## src/ddac_pkg.sv

```systemverilog
// package: constants and types for the dual converter serial slave
package ddac_pkg;
  localparam int DDAC_CODE_W = 12;
  localparam logic [11:0] DDAC_CODE_ZERO = 12'h000;
  localparam logic [5:0] DDAC_ADDR_HI_DEF = 6'h1C;
  localparam logic [1:0] DDAC_PD_UP = 2'h0;
  localparam logic [1:0] DDAC_PD_FLOAT = 2'h1;
  localparam logic [1:0] DDAC_PD_1K = 2'h2;
  localparam logic [1:0] DDAC_PD_100K = 2'h3;
  localparam logic [3:0] DDAC_BIT_LAST = 4'h7;
  localparam logic [3:0] DDAC_BIT_ACK = 4'h8;
  localparam logic [3:0] DDAC_CMD_LOAD_A = 4'h0;
  localparam logic [3:0] DDAC_CMD_LOAD_B = 4'h1;
  localparam logic [3:0] DDAC_CMD_IN_A = 4'h4;
  localparam logic [3:0] DDAC_CMD_IN_B = 4'h5;
  localparam logic [3:0] DDAC_CMD_XFER_A = 4'h8;
  localparam logic [3:0] DDAC_CMD_XFER_B = 4'h9;
  localparam logic [3:0] DDAC_CMD_ALL = 4'hC;
  localparam logic [3:0] DDAC_CMD_EXT = 4'hF;
  localparam logic [3:0] DDAC_EXT_KEY = 4'h0;
  localparam int DDAC_EXT_PD_LO = 2;
  localparam int DDAC_EXT_SEL_A = 0;
  localparam int DDAC_EXT_SEL_B = 1;
  typedef enum {DDAC_IDLE, DDAC_ADDR, DDAC_ADDR_ACK, DDAC_WR, DDAC_WR_ACK,
    DDAC_RD, DDAC_RD_ACK, DDAC_GATED} ddac_state_t;
endpackage

```

## src/ddac_bus_if.sv

```systemverilog
// interface: conditioned bus events from front end to protocol engine
`timescale 1ns/10ps
`default_nettype none
interface ddac_bus_if;
  logic scl_rise;
  logic scl_fall;
  logic sda_lvl;
  logic start_det;
  logic stop_det;
  modport front (output scl_rise, output scl_fall, output sda_lvl,
    output start_det, output stop_det);
  modport core (input scl_rise, input scl_fall, input sda_lvl,
    input start_det, input stop_det);
endinterface
`default_nettype wire

```

## src/ddac_line_front.sv

```systemverilog
// front end: synchronise, deglitch and find edges on the two bus lines
`timescale 1ns/10ps
`default_nettype none
module ddac_line_front
  import ddac_pkg::*;
#(
  parameter int FILT_W = 2
) (
  input wire logic ref_clk,
  input wire logic srst,
  input wire logic scl_in,
  input wire logic sda_in,
  ddac_bus_if.front ev
);
  typedef struct packed {
    logic [1:0] s1;
    logic [1:0] s2;
    logic [1:0] flt;
    logic [FILT_W-1:0] cnt_c;
    logic [FILT_W-1:0] cnt_d;
    logic [1:0] prev;
  } ddac_front_t;
  ddac_front_t st_ff, nxt_st;

  // s1 is read only by s2; filter counts agreement before accepting a level
  always_comb begin
    nxt_st = st_ff;
    nxt_st.s1 = {scl_in, sda_in};
    nxt_st.s2 = st_ff.s1;
    nxt_st.prev = st_ff.flt;
    if (st_ff.s2[1] == st_ff.flt[1]) begin
      nxt_st.cnt_c = '0;
    end else if (&st_ff.cnt_c) begin
      nxt_st.flt[1] = st_ff.s2[1];
      nxt_st.cnt_c = '0;
    end else begin
      nxt_st.cnt_c = st_ff.cnt_c + 1'b1;
    end
    if (st_ff.s2[0] == st_ff.flt[0]) begin
      nxt_st.cnt_d = '0;
    end else if (&st_ff.cnt_d) begin
      nxt_st.flt[0] = st_ff.s2[0];
      nxt_st.cnt_d = '0;
    end else begin
      nxt_st.cnt_d = st_ff.cnt_d + 1'b1;
    end
  end

  // idle bus is high on both lines
  always_ff @(posedge ref_clk) begin
    if (srst) begin
      st_ff <= '{s1: 2'h3, s2: 2'h3, flt: 2'h3, cnt_c: '0, cnt_d: '0,
        prev: 2'h3};
    end else begin
      st_ff <= nxt_st;
    end
  end

  // events from the filtered levels
  assign ev.scl_rise = st_ff.flt[1] & ~st_ff.prev[1];
  assign ev.scl_fall = ~st_ff.flt[1] & st_ff.prev[1];
  assign ev.sda_lvl = st_ff.flt[0];
  assign ev.start_det = st_ff.flt[1] & st_ff.prev[1] & st_ff.prev[0] &
    ~st_ff.flt[0];
  assign ev.stop_det = st_ff.flt[1] & st_ff.prev[1] & ~st_ff.prev[0] &
    st_ff.flt[0];

  a_start_stop_excl: assert property (@(posedge ref_clk) disable iff (srst)
    !(ev.start_det && ev.stop_det)) else $error("start and stop together");
  a_edge_needs_lvl: assert property (@(posedge ref_clk) disable iff (srst)
    ev.scl_rise |-> st_ff.flt[1]) else $error("clock rise without high");
endmodule
`default_nettype wire

```

## src/ddac_serial_slave.sv

```systemverilog
// top: two-wire slave with dual channel registers and power-down control
`timescale 1ns/10ps
`default_nettype none
// What this block does
// - address select pin sets the slave address low bit.
// - decode address and command, steer data to input or output registers.
// - output register writes change output now; input-only writes do not.
// - registers hold contents always, including in every power-down mode.
// - channel codes are unsigned straight binary, 0 through 4095.
// - reset clears output registers and enters 100k power-down.
// - every power-down mode disables buffers and disconnects the strings.
// - power bits 00 up, 01 float, 10 1k, 11 100k termination.
// - leaving power-down restores the previous output value.
// - slave only; never drives the clock; master makes the clock.
// - every byte is 8 bits followed by one acknowledge pulse.
// - data line is open drain: pull low or release.
// - one bit per clock; data stable while clock high; idle high.
// - start is data falling with clock high; stop is data rising.
// - after stop or address mismatch, ignore the clock until next start.
// - stop honoured anywhere, even in the same high pulse as a start.
// - back-to-back writes accepted with or without repeated start.
// - acknowledge matching address and data bytes in the ninth clock.
// - last address bit is direction: 0 write, 1 read.
// - commit on the falling clock in acknowledge; aborted writes change nothing.
// - general call ignored; only 7-bit addressing.
module ddac_serial_slave
  import ddac_pkg::*;
#(
  parameter logic [5:0] ADDR_HI = DDAC_ADDR_HI_DEF,
  parameter int FILT_W = 2
) (
  input wire logic ref_clk,
  input wire logic srst,
  input wire logic scl_in,
  input wire logic sda_in,
  output logic sda_out,
  output logic sda_oe,
  input wire logic addr_sel,
  output logic [11:0] channel_a_analog_out,
  output logic [11:0] channel_b_analog_out,
  output logic [1:0] powerdown_sel_a,
  output logic [1:0] powerdown_sel_b,
  output logic buf_en_a,
  output logic buf_en_b,
  output logic [11:0] input_reg_a,
  output logic [11:0] input_reg_b
);
  typedef struct packed {
    logic [1:0] ads;
    ddac_state_t fsm;
    logic [3:0] bitn;
    logic [7:0] shreg;
    logic rd;
    logic [1:0] bytes;
    logic [7:0] cmd_hi;
    logic ext;
    logic commit;
    logic drv_low;
    logic ack_ok;
    logic [11:0] in_a;
    logic [11:0] in_b;
    logic [11:0] out_a;
    logic [11:0] out_b;
    logic [1:0] pd_a;
    logic [1:0] pd_b;
  } ddac_core_t;
  ddac_core_t st_ff, nxt_st;
  ddac_bus_if bus ();

  ddac_line_front #(.FILT_W(FILT_W)) u_front (
    .ref_clk(ref_clk),
    .srst(srst),
    .scl_in(scl_in),
    .sda_in(sda_in),
    .ev(bus.front)
  );

  // channel select from the low command bit
  function automatic logic cmd_is_b(input logic [3:0] c);
    return c[0];
  endfunction

  logic [6:0] my_addr;
  logic [7:0] rx_byte;
  logic [11:0] rx_code;
  assign my_addr = {ADDR_HI, st_ff.ads[1]};
  assign rx_byte = {st_ff.shreg[6:0], bus.sda_lvl};
  assign rx_code = {st_ff.cmd_hi[3:0], st_ff.shreg};

  // protocol engine: bits sampled on clock rise, data moved on clock fall
  always_comb begin
    nxt_st = st_ff;
    nxt_st.ads = {st_ff.ads[0], addr_sel};
    nxt_st.commit = 1'b0;
    if (bus.stop_det) begin
      nxt_st.fsm = DDAC_GATED;
      nxt_st.drv_low = 1'b0;
    end else if (bus.start_det) begin
      nxt_st.fsm = DDAC_ADDR;
      nxt_st.bitn = '0;
      nxt_st.drv_low = 1'b0;
      nxt_st.bytes = '0;
    end else begin
      case (st_ff.fsm)
        DDAC_IDLE, DDAC_GATED: begin
          nxt_st.drv_low = 1'b0;
        end
        DDAC_ADDR, DDAC_WR: begin
          if (bus.scl_rise) begin
            nxt_st.shreg = rx_byte;
            nxt_st.bitn = st_ff.bitn + 4'h1;
          end else if (bus.scl_fall && st_ff.bitn == DDAC_BIT_ACK) begin
            nxt_st.bitn = '0;
            if (st_ff.fsm == DDAC_ADDR) begin
              // general call never matches the 7-bit compare
              if (st_ff.shreg[7:1] == my_addr) begin
                nxt_st.fsm = DDAC_ADDR_ACK;
                nxt_st.drv_low = 1'b1;
                nxt_st.rd = st_ff.shreg[0];
              end else begin
                nxt_st.fsm = DDAC_GATED;
              end
            end else begin
              nxt_st.fsm = DDAC_WR_ACK;
              nxt_st.drv_low = 1'b1;
            end
          end
        end
        DDAC_ADDR_ACK, DDAC_WR_ACK: begin
          if (bus.scl_fall) begin
            nxt_st.drv_low = 1'b0;
            if (st_ff.fsm == DDAC_WR_ACK) begin
              nxt_st.fsm = DDAC_WR;
              if (st_ff.bytes == 2'h0) begin
                nxt_st.cmd_hi = st_ff.shreg;
                nxt_st.bytes = 2'h1;
                nxt_st.ext = 1'b0;
              end else begin
                nxt_st.commit = 1'b1;
                nxt_st.bytes = 2'h0;
              end
            end else if (st_ff.rd) begin
              nxt_st.fsm = DDAC_RD;
              nxt_st.shreg = {4'h0, cmd_is_b(st_ff.cmd_hi[7:4]) ?
                st_ff.out_b[11:8] : st_ff.out_a[11:8]};
              nxt_st.drv_low = ~nxt_st.shreg[7];
              nxt_st.bytes = 2'h0;
            end else begin
              nxt_st.fsm = DDAC_WR;
              nxt_st.bytes = 2'h0;
            end
          end
        end
        DDAC_RD: begin
          if (bus.scl_fall) begin
            if (st_ff.bitn == DDAC_BIT_LAST) begin
              nxt_st.bitn = DDAC_BIT_ACK;
              nxt_st.drv_low = 1'b0;
              nxt_st.fsm = DDAC_RD_ACK;
            end else begin
              nxt_st.bitn = st_ff.bitn + 4'h1;
              nxt_st.shreg = {st_ff.shreg[6:0], 1'b0};
              nxt_st.drv_low = ~st_ff.shreg[6];
            end
          end
        end
        DDAC_RD_ACK: begin
          if (bus.scl_rise) begin
            nxt_st.rd = ~bus.sda_lvl; // master ack keeps the read going
          end else if (bus.scl_fall) begin
            nxt_st.bitn = '0;
            if (st_ff.rd && st_ff.bytes == 2'h0) begin
              nxt_st.fsm = DDAC_RD;
              nxt_st.bytes = 2'h1;
              nxt_st.shreg = cmd_is_b(st_ff.cmd_hi[7:4]) ? st_ff.out_b[7:0] :
                st_ff.out_a[7:0];
              nxt_st.drv_low = ~nxt_st.shreg[7];
            end else begin
              nxt_st.fsm = DDAC_GATED;
            end
          end
        end
        default: nxt_st.fsm = DDAC_GATED;
      endcase
    end
    // register update only on a completed data word
    if (st_ff.commit) begin
      case (st_ff.cmd_hi[7:4])
        DDAC_CMD_LOAD_A: begin
          nxt_st.in_a = rx_code;
          nxt_st.out_a = rx_code;
          nxt_st.out_b = st_ff.in_b;
        end
        DDAC_CMD_LOAD_B: begin
          nxt_st.in_b = rx_code;
          nxt_st.out_b = rx_code;
          nxt_st.out_a = st_ff.in_a;
        end
        DDAC_CMD_IN_A: nxt_st.in_a = rx_code;
        DDAC_CMD_IN_B: nxt_st.in_b = rx_code;
        DDAC_CMD_XFER_A, DDAC_CMD_XFER_B: begin
          nxt_st.out_a = cmd_is_b(st_ff.cmd_hi[7:4]) ? st_ff.in_a : rx_code;
          nxt_st.out_b = cmd_is_b(st_ff.cmd_hi[7:4]) ? rx_code : st_ff.in_b;
          if (cmd_is_b(st_ff.cmd_hi[7:4])) begin
            nxt_st.in_b = rx_code;
          end else begin
            nxt_st.in_a = rx_code;
          end
        end
        DDAC_CMD_ALL: begin
          nxt_st.in_a = rx_code;
          nxt_st.in_b = rx_code;
          nxt_st.out_a = rx_code;
          nxt_st.out_b = rx_code;
        end
        DDAC_CMD_EXT: begin
          if (st_ff.cmd_hi[3:0] == DDAC_EXT_KEY) begin
            // power bits only; code registers stay untouched
            if (st_ff.shreg[DDAC_EXT_SEL_A]) begin
              nxt_st.pd_a = st_ff.shreg[DDAC_EXT_PD_LO +: 2];
            end
            if (st_ff.shreg[DDAC_EXT_SEL_B]) begin
              nxt_st.pd_b = st_ff.shreg[DDAC_EXT_PD_LO +: 2];
            end
          end
        end
        default: nxt_st.ext = 1'b0;
      endcase
    end
  end

  // reset: outputs zero, 100k power-down, no drive
  always_ff @(posedge ref_clk) begin
    if (srst) begin
      st_ff <= '0;
      st_ff.fsm <= DDAC_IDLE;
      st_ff.out_a <= DDAC_CODE_ZERO;
      st_ff.out_b <= DDAC_CODE_ZERO;
      st_ff.pd_a <= DDAC_PD_100K;
      st_ff.pd_b <= DDAC_PD_100K;
    end else begin
      st_ff <= nxt_st;
    end
  end

  // open drain: only ever pull low, never touch the clock line
  assign sda_out = 1'b0;
  assign sda_oe = st_ff.drv_low;
  // output code kept through power-down, so wake-up restores it
  assign channel_a_analog_out = st_ff.out_a;
  assign channel_b_analog_out = st_ff.out_b;
  assign powerdown_sel_a = st_ff.pd_a;
  assign powerdown_sel_b = st_ff.pd_b;
  assign buf_en_a = (st_ff.pd_a == DDAC_PD_UP);
  assign buf_en_b = (st_ff.pd_b == DDAC_PD_UP);
  assign input_reg_a = st_ff.in_a;
  assign input_reg_b = st_ff.in_b;

  a_gated_quiet: assert property (@(posedge ref_clk) disable iff (srst)
    (st_ff.fsm == DDAC_GATED && !bus.start_det) |=> !sda_oe)
    else $error("drive while gated");
  a_stop_gates: assert property (@(posedge ref_clk) disable iff (srst)
    bus.stop_det |=> st_ff.fsm == DDAC_GATED) else $error("stop ignored");
  a_pd_buf_off: assert property (@(posedge ref_clk) disable iff (srst)
    st_ff.pd_a != DDAC_PD_UP |-> !buf_en_a) else $error("buffer on");
  a_in_only_hold: assert property (@(posedge ref_clk) disable iff (srst)
    (st_ff.commit && st_ff.cmd_hi[7:4] == DDAC_CMD_IN_A) |=>
    $stable(channel_a_analog_out)) else $error("output moved");
  a_no_commit_held: assert property (@(posedge ref_clk) disable iff (srst)
    !st_ff.commit |=> $stable(st_ff.in_a) && $stable(st_ff.in_b))
    else $error("input changed without commit");
  a_ack_release: assert property (@(posedge ref_clk) disable iff (srst)
    (st_ff.fsm == DDAC_WR_ACK && bus.scl_fall && !bus.stop_det &&
    !bus.start_det) |=> !sda_oe) else $error("ack held");
  a_mismatch_gate: assert property (@(posedge ref_clk) disable iff (srst)
    (st_ff.fsm == DDAC_ADDR && bus.scl_fall && st_ff.bitn == DDAC_BIT_ACK &&
    st_ff.shreg[7:1] != my_addr && !bus.start_det && !bus.stop_det) |=>
    st_ff.fsm == DDAC_GATED) else $error("mismatch not gated");
  a_addr_ack_pull: assert property (@(posedge ref_clk) disable iff (srst)
    st_ff.fsm == DDAC_ADDR_ACK |-> sda_oe)
    else $error("address ack missing");
  a_data_ack_pull: assert property (@(posedge ref_clk) disable iff (srst)
    st_ff.fsm == DDAC_WR_ACK |-> sda_oe)
    else $error("data ack missing");
  a_all_loads_out: assert property (@(posedge ref_clk) disable iff (srst)
    (st_ff.commit && st_ff.cmd_hi[7:4] == DDAC_CMD_ALL) |=>
    (channel_a_analog_out == $past(rx_code) &&
    channel_b_analog_out == $past(rx_code)))
    else $error("load all missed");
  a_pd_keeps_code: assert property (@(posedge ref_clk) disable iff (srst)
    ($changed(st_ff.pd_a)) |-> $stable(st_ff.out_a))
    else $error("code lost at power change");
endmodule
`default_nettype wire
```

## config.mk

```make
export PLATFORM = sky130hd
export DESIGN_NAME = ddac_serial_slave
export DESIGN_NICKNAME = d
export VERILOG_FILES = /design/src/ddac_pkg.sv /design/src/ddac_bus_if.sv /design/src/ddac_line_front.sv /design/src/ddac_serial_slave.sv
export SDC_FILE = /design/constraint.sdc
export NUM_CORES = 1
export LEC_CHECK = 0
export BUFFER_PORTS_ARGS = -buffer_cell sky130_fd_sc_hd__buf_2
export CAP_MARGIN = 20
export CORE_ASPECT_RATIO = 0.75
export CORE_MARGIN = 3
export CORE_UTILIZATION = 59
export CTS_CLUSTER_SIZE = 14
export DETAILED_ROUTE_END_ITERATION = 16
export HOLD_SLACK_MARGIN = 0.12
export PLACE_DENSITY_LB_ADDON = 0.05
export SYNTH_ARGS = -nofsm -noshare
export SYNTH_HDL_FRONTEND = slang
export SYNTH_HIERARCHICAL = 1
export SYNTH_SLANG_ARGS = --single-unit
```

## constraint.sdc

```tcl
create_clock -name ref_clk -period 5 [get_ports ref_clk]
set_clock_uncertainty 0.2 [all_clocks]
set_input_delay 1 -clock ref_clk [delete_from_list [all_inputs] [get_ports ref_clk]]
set_output_delay 1 -clock ref_clk [all_outputs]
set_load 0.005 [all_outputs]
```

==> summary.md, run 1 <==
| Metric | Value |
|---|---|
| DRC Markers | 0 |
| Final critical-path required period | 2.89 ns |
| Critical path's top delay family | simple AND/OR/NAND/NOR gates |
| Buffers plus inverters on the worst setup path | 0 |
| Synthesis warning total | 6 |
| Count of nets left with antenna violations after detail routing | 0 |
| Hold Crit Class | reg2reg |
| Hold endpoint | u_front/st_ff[8]$_SDFF_PP1_ |
| Number of buffers created by CTS | 9 |
| Post-synthesis sequential area ratio | 0.380 |
| Worst ir drop on vdd | 0.202 mV |
| Cell breakdown of the critical path | nand3b_1, o32ai_2, nor3_4, nor2_1, a311oi_1 |
| Final Cycle Share | 0.578 |
| # setup viols final | 0 |
| Mapped Area | 0.00490 mm2 |
| Sum of negative setup slack | 0 ns |
| Maximum fanout along the worst path | 24 |
| Detailed-route wire length per cell | 17.8 um |
| Outcome | completed |
| Count of hold buffers inserted by post-cts repair | 0 |
| Synthesized netlist net count | 547 |
| Critical Path RT | 5.09 ns |
| Ys flop type | sky130_fd_sc_hd__dfxtp_1 |
| Worst Hold Launch | u_front/nxt_st[8]$_SDFF_PP1_ |
| Worst reg2reg path depth | 5 |
| Post-route design area | 0.00496 mm2 |
| Arr. time, crit path | 2.98 ns |
| H-Tree Level Count | 3 |
| Number of standard cells after synthesis | 538 |
| Yosys top cell area share | 0.380 |
| Number of placed instances, taps included | 615 |
| Starting DRC count in detailed routing | 296 |
| Headroom to the max-slew limit | 0.270 |
| Class of the most critical setup path | reg2reg |
| Effective utilization at floorplan | 0.613 |
| Fillcell total | 730 |
| Final core utilization | 0.621 |
| Number of sinks handled by clock tree synthesis | 93 |
| CTS tree | built |
| Final #Nets | 531 |
| Worst Tran Pin Value | 1.09 ns |
| Per-instance average area after synthesis | 9.10 um2 |
| Count of different cell masters after synthesis | 57 |
| DP Area | 0.00477 mm2 |
| Area overhead of the layout relative to synthesis | 1.23% |
| Kind of start point of the critical path | flop |
| Antenna Diode Count | 0 |
| Maximum number of pins on one net before global-route repair | 60 |
| CTS root buffer | sky130_fd_sc_hd__clkbuf_8 |
| Global-route wire length before repair | 17700 um |
| Grt ovf | 0 |
| Most area-consuming cells after synthesis | sky130_fd_sc_hd__dfxtp_1 38%, sky130_fd_sc_hd__mux2i_1 15%, sky130_fd_sc_hd__buf_4 8.4%, sky130_fd_sc_hd__nor2_1 5.7%, sky130_fd_sc_hd__a211oi_1 3.7% |
| WL final | 11200 um |
| Worst-case clock buffer depth | 2 |
| Number of instances on the worst hold path | 1 |
| Met1 wire length | 5910 um |
| Share of final-layout standard cells stronger than drive strength 1 | 0.192 |
| Share of power burned in the clock network | 0.296 |
| Overall power after layout | 1530 uW |
| Count of buffers inserted at the top-level ports | 59 |
| Die span in y | 84.9 um |
| Cell Rows | 28 |
| Clock-pin slew reported for the worst setup and hold paths after clock tree synthesis | 0.09 ns |
| GRT Resource Usage Total | 0.235 |
| Gpl congestion | 0.898 |
| Dominant cell by count in the synthesized netlist | sky130_fd_sc_hd__dfxtp_1 |
| Placeable core region | 0.00799 mm2 |
| Post-CTS Setup Inserts | 0 |
| Timing-limited maximum frequency | 0.346 GHz |
| Synthesized flop and latch total | 93 |
| Number of antenna violations at the first check in global routing | 0 |
| Register-to-register setup slack | 2.11 ns |
| Largest area contributor in the synthesized netlist | sky130_fd_sc_hd__dfxtp_1 |
| Sequential share of power | 0.542 |
| Die area | 0.00944 mm2 |
| Number of global-route vias before repair | 3243 |
| Worst R2R Start | st_ff[79]$_SDFFE_PP0P_ |
| Max Cap Viol | 0 |
| Number of I/O pins | 61 |
| Setup repair after global routing missed its margin | no |
| CP peak stage delay | 0.83 ns |
| Post-cts repair resize count | 0 |
| DR top layer | met4 |
| Die X-Extent | 111 um |
| Switching part of the total | 0.322 |
| Final HPWL from detailed placement | 7630 um |
| Cell area power density | 309 mW/mm2 |
| Final hold vios | 0 |
| Average vias per placed instance | 5.86 |
| Post-Layout Cell Count | 632 |
| Total leakage power | 0.00192 uW |
| Share of async-settable or async-resettable flops after synthesis | 0 |
| Clock insertion delay at the later pin of the skew report | 0.37 ns |
| Initial DRT Pass Iterations | 5 |
| Overall via count from detail_route | 3703 |
| Psw | 493 uW |
| Number of flops mapped to enable cells by yosys | 0 |
| Internal portion of total power | 1040 uW |
| Critical Path End Type | flop |
| Total length of routed met3 wires | 759 um |
| RR Endpoint | rx_byte[1]$_SDFFE_PP0P_ |
| Relative contribution of combinational cells to total power | 0.162 |
| Cell at the slowest stage of the critical path | sky130_fd_sc_hd__dfxtp_1 |
| Sum of met2 wire segment lengths after detailed routing | 4480 um |
| Commonest cells in the synthesized netlist | 93 x sky130_fd_sc_hd__dfxtp_1, 75 x sky130_fd_sc_hd__nor2_1, 71 x sky130_fd_sc_hd__mux2i_1 |
| Max-slew violation total from the final report | 0 |
metrics by stage:
stage	setup WS [ns]	hold WS, ns
floorplan	2.80	0.183
global placement	2.06	0.187
detailed placement	2.05	0.192
CTS	2.17	0.219
global route	1.96	0.241
finish	2.11	0.213
how the worst max path moves through the flow:
stage | start | endpoint | cells past startpoint
2_1_floorplan | srst | input_reg_a[0]$_SDFFE_PP0P_ | 4
3_3_place_gp | srst | st_ff[78]$_SDFFE_PP0P_ | 4
3_5_place_dp | srst | st_ff[78]$_SDFFE_PP0P_ | 4
4_1_cts | st_ff[79]$_SDFFE_PP0P_ | rx_byte[1]$_SDFFE_PP0P_ | 5
5_1_grt | st_ff[79]$_SDFFE_PP0P_ | rx_byte[1]$_SDFFE_PP0P_ | 5
6_report | st_ff[79]$_SDFFE_PP0P_ | rx_byte[1]$_SDFFE_PP0P_ | 5
per-layer routing:
layer  global-route usage  vias to the layer above
met5                    0                        -
met4               0.0398                        0
met3               0.0641                        6
met2                0.313                      111
met1                0.377                     1770
li1                     -                     1816
state kept, by name, summed over array words and instances (netlist names), 5 cells and up:
register              flops
st_ff                    14
channel_a_analog_out     12
rx_code                   5
input_reg_b              12
rx_byte                   7
channel_b_analog_out     12
u_front/st_ff             8
input_reg_a              12
worst reg2reg max path, delay by kind of cell, from the launching register on:
kind	cells	cell delay, ns
compound gates	2	0.50
flops	1	0.83
simple gates	3	1.27
logic make-up after synthesis:
family / count (synthesis) / synth area share
and+or+nand+nor: 168 / 0.180
buffers and inverters: 100 / 0.127
AOI/OAI and AO/OA: 95 / 0.145
DFF: 93 / 0.380
muxes: 73 / 0.150
adders and majority gates: 4 / 0.0102
xor gates and xnor gates: 4 / 0.00715
other: 1 / 0.000766
power by group through the flow:
stage	Combinational [uW]	Sequential, uW	Clock [uW]
after floorplan	239	793	0
after global placement	241	845	0
after detailed placement	242	845	0
after CTS	244	828	464
after global routing	275	836	495
final	248	831	454
area by class of cell:
class | count | area [um2] | share of cell area
multi-input combinational | 345 | 2430 | 0.490
timing repair buffer | 62 | 330 | 0.0666
clock buffer | 11 | 131 | 0.0265
tap | 105 | 131 | 0.0265
clock inverter | 5 | 35.0 | 0.00707
sequential | 93 | 1860 | 0.375
inverter | 11 | 41.3 | 0.00833
cells in the final DEF, fill, tap and decap left out, types with 6 or more instances in the layout:
cell type / count
sky130_fd_sc_hd__nand2_1: 19
sky130_fd_sc_hd__nand3_1: 8
sky130_fd_sc_hd__inv_1: 10
sky130_fd_sc_hd__buf_2: 59
sky130_fd_sc_hd__nor2_1: 75
sky130_fd_sc_hd__nand4_1: 6
sky130_fd_sc_hd__mux2i_1: 71
sky130_fd_sc_hd__nor2b_1: 8
sky130_fd_sc_hd__o21ai_0: 11
sky130_fd_sc_hd__a211oi_1: 24
sky130_fd_sc_hd__a21oi_1: 15
sky130_fd_sc_hd__clkbuf_8: 9
sky130_fd_sc_hd__dfxtp_1: 93
Power figures use the tool's default switching activity.
==> inputs of run 2 (changes only) <==
- CORE_UTILIZATION: 59 -> 53
- clock period: 5 -> 2.6 ns (I/O delays scaled with it)
==> run 2 against run 1 <==
Compared with the run above: routed wire length shrank 1.1%; sequential power rose by 84%; critical endpoint is now st_ff[78]$_SDFFE_PP0P_; largest power group unchanged; critical path type unchanged; via count fell by 0.59%.
==> summary.md, run 2 (same netlist as run 1, synthesis figures left out) <==
| Metric | Value |
|---|---|
| Area overhead of the layout relative to synthesis | 7.00% |
| Post-CTS Setup Inserts | 0 |
| Clock insertion delay at the later pin of the skew report | 0.34 ns |
| Count of hold buffers inserted by post-cts repair | 0 |
| Maximum fanout along the worst path | 24 |
| Number of buffers created by CTS | 9 |
| Final hold vios | 0 |
| Die span in y | 89.3 um |
| H-Tree Level Count | 3 |
| Average vias per placed instance | 5.65 |
| Placeable core region | 0.00871 mm2 |
| Outcome | completed |
| Post-cts repair resize count | 0 |
| Number of I/O pins | 61 |
| Die X-Extent | 117 um |
| Effective utilization at floorplan | 0.563 |
| Number of sinks handled by clock tree synthesis | 93 |
| Max-slew violation total from the final report | 0 |
| Worst ir drop on vdd | 0.466 mV |
| Overall via count from detail_route | 3681 |
| Flip-flop count of the largest register after layout | 14 |
| GRT Resource Usage Total | 0.224 |
| Arr. time, crit path | 2.44 ns |
| Starting DRC count in detailed routing | 211 |
| Fillcell total | 807 |
| Detailed-route wire length per cell | 17.1 um |
| Post-route design area | 0.00524 mm2 |
| Worst Tran Pin Value | 0.794 ns |
| Gpl congestion | 0.919 |
| Class of the most critical setup path | reg2reg |
| CTS tree | built |
| Final core utilization | 0.602 |
| Critical Path RT | 2.63 ns |
| Headroom to the max-slew limit | 0.470 |
| Worst-case clock buffer depth | 2 |
| Maximum number of pins on one net before global-route repair | 49 |
| Sum of negative setup slack | 0 ns |
| Grt ovf | 0 |
| Global-route wire length before repair | 18100 um |
| Timing-limited maximum frequency | 0.414 GHz |
| Max Cap Viol | 0 |
| Most used cells in the layout excluding fill and tap cells | 93 x sky130_fd_sc_hd__dfxtp_1, 75 x sky130_fd_sc_hd__nor2_1, 71 x sky130_fd_sc_hd__mux2i_1 |
| DP Area | 0.00492 mm2 |
| Initial DRT Pass Iterations | 4 |
| Number of antenna violations at the first check in global routing | 0 |
| Count of nets left with antenna violations after detail routing | 0 |
| Hold Crit Class | in2reg |
| Final HPWL from detailed placement | 7910 um |
| Final Cycle Share | 0.930 |
| Largest register by flop count | st_ff |
| Count of buffers inserted at the top-level ports | 59 |
| Final #Nets | 547 |
| CTS root buffer | sky130_fd_sc_hd__clkbuf_16 |
| Setup repair after global routing missed its margin | no |
| Kind of start point of the critical path | flop |
| Die area | 0.0104 mm2 |
| DRC Markers | 0 |
| Number of global-route vias before repair | 3344 |
| WL final | 11100 um |
| # setup viols final | 0 |
| Total leakage power | 0.00207 uW |
| Antenna Diode Count | 0 |
| Share of final-layout standard cells stronger than drive strength 1 | 0.217 |
| Final critical-path required period | 2.42 ns |
| Clock-pin slew reported for the worst setup and hold paths after clock tree synthesis | 0.06 ns |
| Critical Path End Type | flop |
| Leading cell type in the layout, fill and taps excluded | sky130_fd_sc_hd__dfxtp_1 |
| Cell Rows | 29 |
| Cell area power density | 677 mW/mm2 |
-- run 2: cell types whose count changed in the layout (fill, tap and decap cells not counted) --
cell	change
sky130_fd_sc_hd__clkbuf_1	-1
sky130_fd_sc_hd__inv_6	-1
sky130_fd_sc_hd__clkbuf_8	-8
sky130_fd_sc_hd__buf_4	+16
sky130_fd_sc_hd__clkinvlp_4	-1
sky130_fd_sc_hd__clkinv_2	-1
sky130_fd_sc_hd__bufinv_16	+2
sky130_fd_sc_hd__clkbuf_16	+9
sky130_fd_sc_hd__clkinv_4	+1
-- run 2: area by class of cell --
class,count,area [um2],area share
Timing Repair Buffer,78,450,0.0859
Clock inverter,5,82.6,0.0158
Inverter,11,41.3,0.00788
Multi-Input combinational cell,345,2430,0.463
Clock buffer,11,243,0.0463
Sequential cell,93,1860,0.355
Tap cell,108,135,0.0258
-- run 2: per-stage QoR --
stage	power [uW]	cells	setup WS, ns	hold slack [ns]
2_1_floorplan	1980	538	0.655	0.183
3_3_place_gp	2150	635	0.249	0.186
3_5_place_dp	2150	635	0.225	0.187
4_1_cts	3570	651	0.204	0.144
5_1_grt	3700	651	0.0109	0.151
6_report	3550	651	0.183	0.157
-- run 2: worst max-delay path, stage by stage (launching register included) --
cell	delay (ns)
sky130_fd_sc_hd__dfxtp_1	0.83
sky130_fd_sc_hd__nand2_1	0.32
sky130_fd_sc_hd__o21bai_1	0.27
sky130_fd_sc_hd__a31oi_2	0.39
sky130_fd_sc_hd__nor3_1	0.09
sky130_fd_sc_hd__a41o_1	0.21
-- run 2: path summary, 6_finish.rpt --
kind,start,to,slack (ns),cells after the start
setup / recovery,st_ff[81]$_SDFFE_PP0P_,st_ff[78]$_SDFFE_PP0P_,0.18,5
hold / removal,sda_in,u_front/nxt_st[8]$_SDFF_PP1_,0.16,2
setup reg to reg,st_ff[81]$_SDFFE_PP0P_,st_ff[78]$_SDFFE_PP0P_,0.18,5
hold reg to reg,u_front/nxt_st[9]$_SDFF_PP1_,u_front/st_ff[9]$_SDFF_PP1_,0.20,1
-- run 2: layer usage --
metal  vias up  part of all wire  GRT usage
li1       1855                 -          -
met1      1706              0.51      0.352
met2       116              0.42      0.310
met3         4             0.062     0.0447
met4         0            0.0048     0.0500
met5         -                 0          0
-- run 2: report_power, final --
group | switching (uW) | internal (uW) | total, uW
registers | 72.1 | 1460 | 1530
logic | 372 | 221 | 593
clock network | 550 | 873 | 1420
==> inputs of run 3 (changes only) <==
- CELL_PAD_IN_SITES_DETAIL_PLACEMENT: not set -> 0
- CELL_PAD_IN_SITES_GLOBAL_PLACEMENT: not set -> 2
- CORE_UTILIZATION: 53 -> 32
- PLACE_DENSITY: not set -> 0.72
- PLACE_DENSITY_LB_ADDON: 0.05 -> not set
==> run 3 against run 2 <==
Compared with the run above: count of clock-buffer cells in the layout down 1; non-clock buffer count up 7; die area up 61%; sequential cell count unchanged; critical path type unchanged; highest routed layer unchanged; via count up 1.6%; global-route usage down 7.0 points; power down 2.4%; worst setup slack better by 0.081 ns; fmax up 3.5%; core utilization down 24 points.
==> summary.md, run 3 (same netlist as run 1, synthesis figures left out) <==
| Metric | Value |
|---|---|
| Global-route wire length before repair | 20300 um |
| Total leakage power | 0.00210 uW |
| Internal portion of total power | 2430 uW |
| Worst ir drop on vdd | 0.346 mV |
| Most used cells in the layout excluding fill and tap cells | 93 x sky130_fd_sc_hd__dfxtp_1, 75 x sky130_fd_sc_hd__nor2_1, 71 x sky130_fd_sc_hd__mux2i_1 |
| GRT Resource Usage Total | 0.154 |
| Final hold vios | 0 |
| Critical Path End Type | flop |
| Die area | 0.0168 mm2 |
| Flip-flop count of the largest register after layout | 14 |
| # setup viols final | 0 |
| Starting DRC count in detailed routing | 266 |
| Sum of negative setup slack | 0 ns |
| Worst-case clock buffer depth | 2 |
| WL final | 12700 um |
| Number of antenna violations at the first check in global routing | 0 |
| Timing-limited maximum frequency | 0.428 GHz |
| Number of I/O pins | 61 |
| Share of power burned in the clock network | 0.378 |
| Final critical-path required period | 2.34 ns |
| Psw | 1040 uW |
| Pre-CTS worst setup slack | 0.268 ns |
| Placeable core region | 0.0147 mm2 |
| Area overhead of the layout relative to synthesis | 9.94% |
| Count of nets left with antenna violations after detail routing | 0 |
| Maximum fanout along the worst path | 13 |
| Largest register by flop count | st_ff |
| Grt ovf | 0 |
| Number of global-route vias before repair | 3585 |
| Clock-pin slew reported for the worst setup and hold paths after clock tree synthesis | 0.07 ns |
| Kind of start point of the critical path | flop |
| Cell breakdown of the critical path | nor2b_1, mux2_1, o221ai_2, nor3_4, mux2i_1, nor2_1 |
| Die span in y | 113 um |
| Max Cap Viol | 0 |
| Post-CTS Setup Inserts | 0 |
| Clock insertion delay at the later pin of the skew report | 0.34 ns |
| Hold Crit Class | in2reg |
| Count of hold buffers inserted by post-cts repair | 0 |
| Post-cts repair resize count | 0 |
| Overall power after layout | 3460 uW |
| CTS tree | built |
| Outcome | completed |
| Die X-Extent | 149 um |
| Number of sinks handled by clock tree synthesis | 93 |
| Count of buffers inserted at the top-level ports | 59 |
| Headroom to the max-slew limit | 0.417 |
| Class of the most critical setup path | reg2reg |
| Effective utilization at floorplan | 0.332 |
| Gpl congestion | 0.892 |
| Final HPWL from detailed placement | 9380 um |
| Final #Nets | 554 |
| Switching part of the total | 0.300 |
| Least setup slack across all paths after layout | 0.264 ns |
| Share of final-layout standard cells stronger than drive strength 1 | 0.226 |
| Final Cycle Share | 0.898 |
| Arr. time, crit path | 2.35 ns |
| Worst Tran Pin Value | 0.873 ns |
| Cell at the slowest stage of the critical path | sky130_fd_sc_hd__nor3_4 |
| Max-slew violation total from the final report | 0 |
| Average vias per placed instance | 4.99 |
| CP peak stage delay | 0.65 ns |
| Number of buffers created by CTS | 9 |
| Critical Path RT | 2.62 ns |
| Maximum number of pins on one net before global-route repair | 39 |
| Sequential share of power | 0.447 |
| Setup repair after global routing missed its margin | no |
| Leading cell type in the layout, fill and taps excluded | sky130_fd_sc_hd__dfxtp_1 |
| Fillcell total | 1562 |
| H-Tree Level Count | 3 |
| Antenna Diode Count | 0 |
| Overall via count from detail_route | 3739 |
| CTS root buffer | sky130_fd_sc_hd__clkbuf_16 |
| Relative contribution of combinational cells to total power | 0.174 |
| Cell area power density | 643 mW/mm2 |
| Cell Rows | 38 |
| Initial DRT Pass Iterations | 5 |
| DRC Markers | 0 |
| Detailed-route wire length per cell | 16.9 um |
-- run 3: through the flow --
| stage | std cells | util | area, um2 | hold WS (ns) |
|---|---|---|---|---|
| 2_1_floorplan | 538 | - | 4900 | 0.183 |
| 3_5_place_dp | 734 | 0.346 | 5100 | 0.195 |
| 5_1_grt | 749 | 0.365 | 5390 | 0.149 |
| 3_3_place_gp | 734 | 0.346 | 5100 | 0.191 |
| 6_report | 749 | 0.365 | 5390 | 0.152 |
| 4_1_cts | 749 | 0.365 | 5390 | 0.141 |
-- run 3: cell type report --
class,count,area [um2],share of cell area
clock buffers,10,229,0.0425
well taps,200,250,0.0465
clock inverters,5,60.1,0.0112
inverters,11,41.3,0.00767
multi-input cells,345,2430,0.451
repair buffers,85,515,0.0957
flip-flops and latches,93,1860,0.346
-- run 3: power groups by stage --
stage	clock network, uW	registers (uW)	logic, uW
6_report	1310	1550	604
5_1_grt	1420	1560	667
4_1_cts	1360	1550	597
3_5_place_dp	0	1580	596
3_3_place_gp	0	1580	601
2_1_floorplan	0	1520	460
-- run 3: final timing paths --
kind | startpoint | depth (start not counted) | slack, ns | end
setup / recovery | u_front/nxt_st[1]$_SDFFE_PP1P_ | 6 | 0.26 | rx_byte[3]$_SDFFE_PP0P_
hold / removal | sda_in | 2 | 0.15 | u_front/nxt_st[8]$_SDFF_PP1_
setup reg to reg | u_front/nxt_st[1]$_SDFFE_PP1P_ | 6 | 0.26 | rx_byte[3]$_SDFFE_PP0P_
hold reg to reg | u_front/nxt_st[8]$_SDFF_PP1_ | 1 | 0.21 | u_front/st_ff[8]$_SDFF_PP1_
-- run 3: critical path, delay by kind of cell, from the launching register on --
family	cells	cell delay (ns)
AO/OA/AOI/OAI	1	0.12
flip-flops	1	0.41
multiplexers	2	0.46
AND/OR/NAND/NOR	3	1.00
-- run 3: routing by layer --
layer	vias to the layer above	track usage	part of all wire	wire length (um)
li1	1860	-	-	-
met4	0	0.0335	0.0090	114
met5	-	0	0	0
met1	1761	0.248	0.55	6960
met3	9	0.0364	0.057	722
met2	109	0.202	0.39	4880
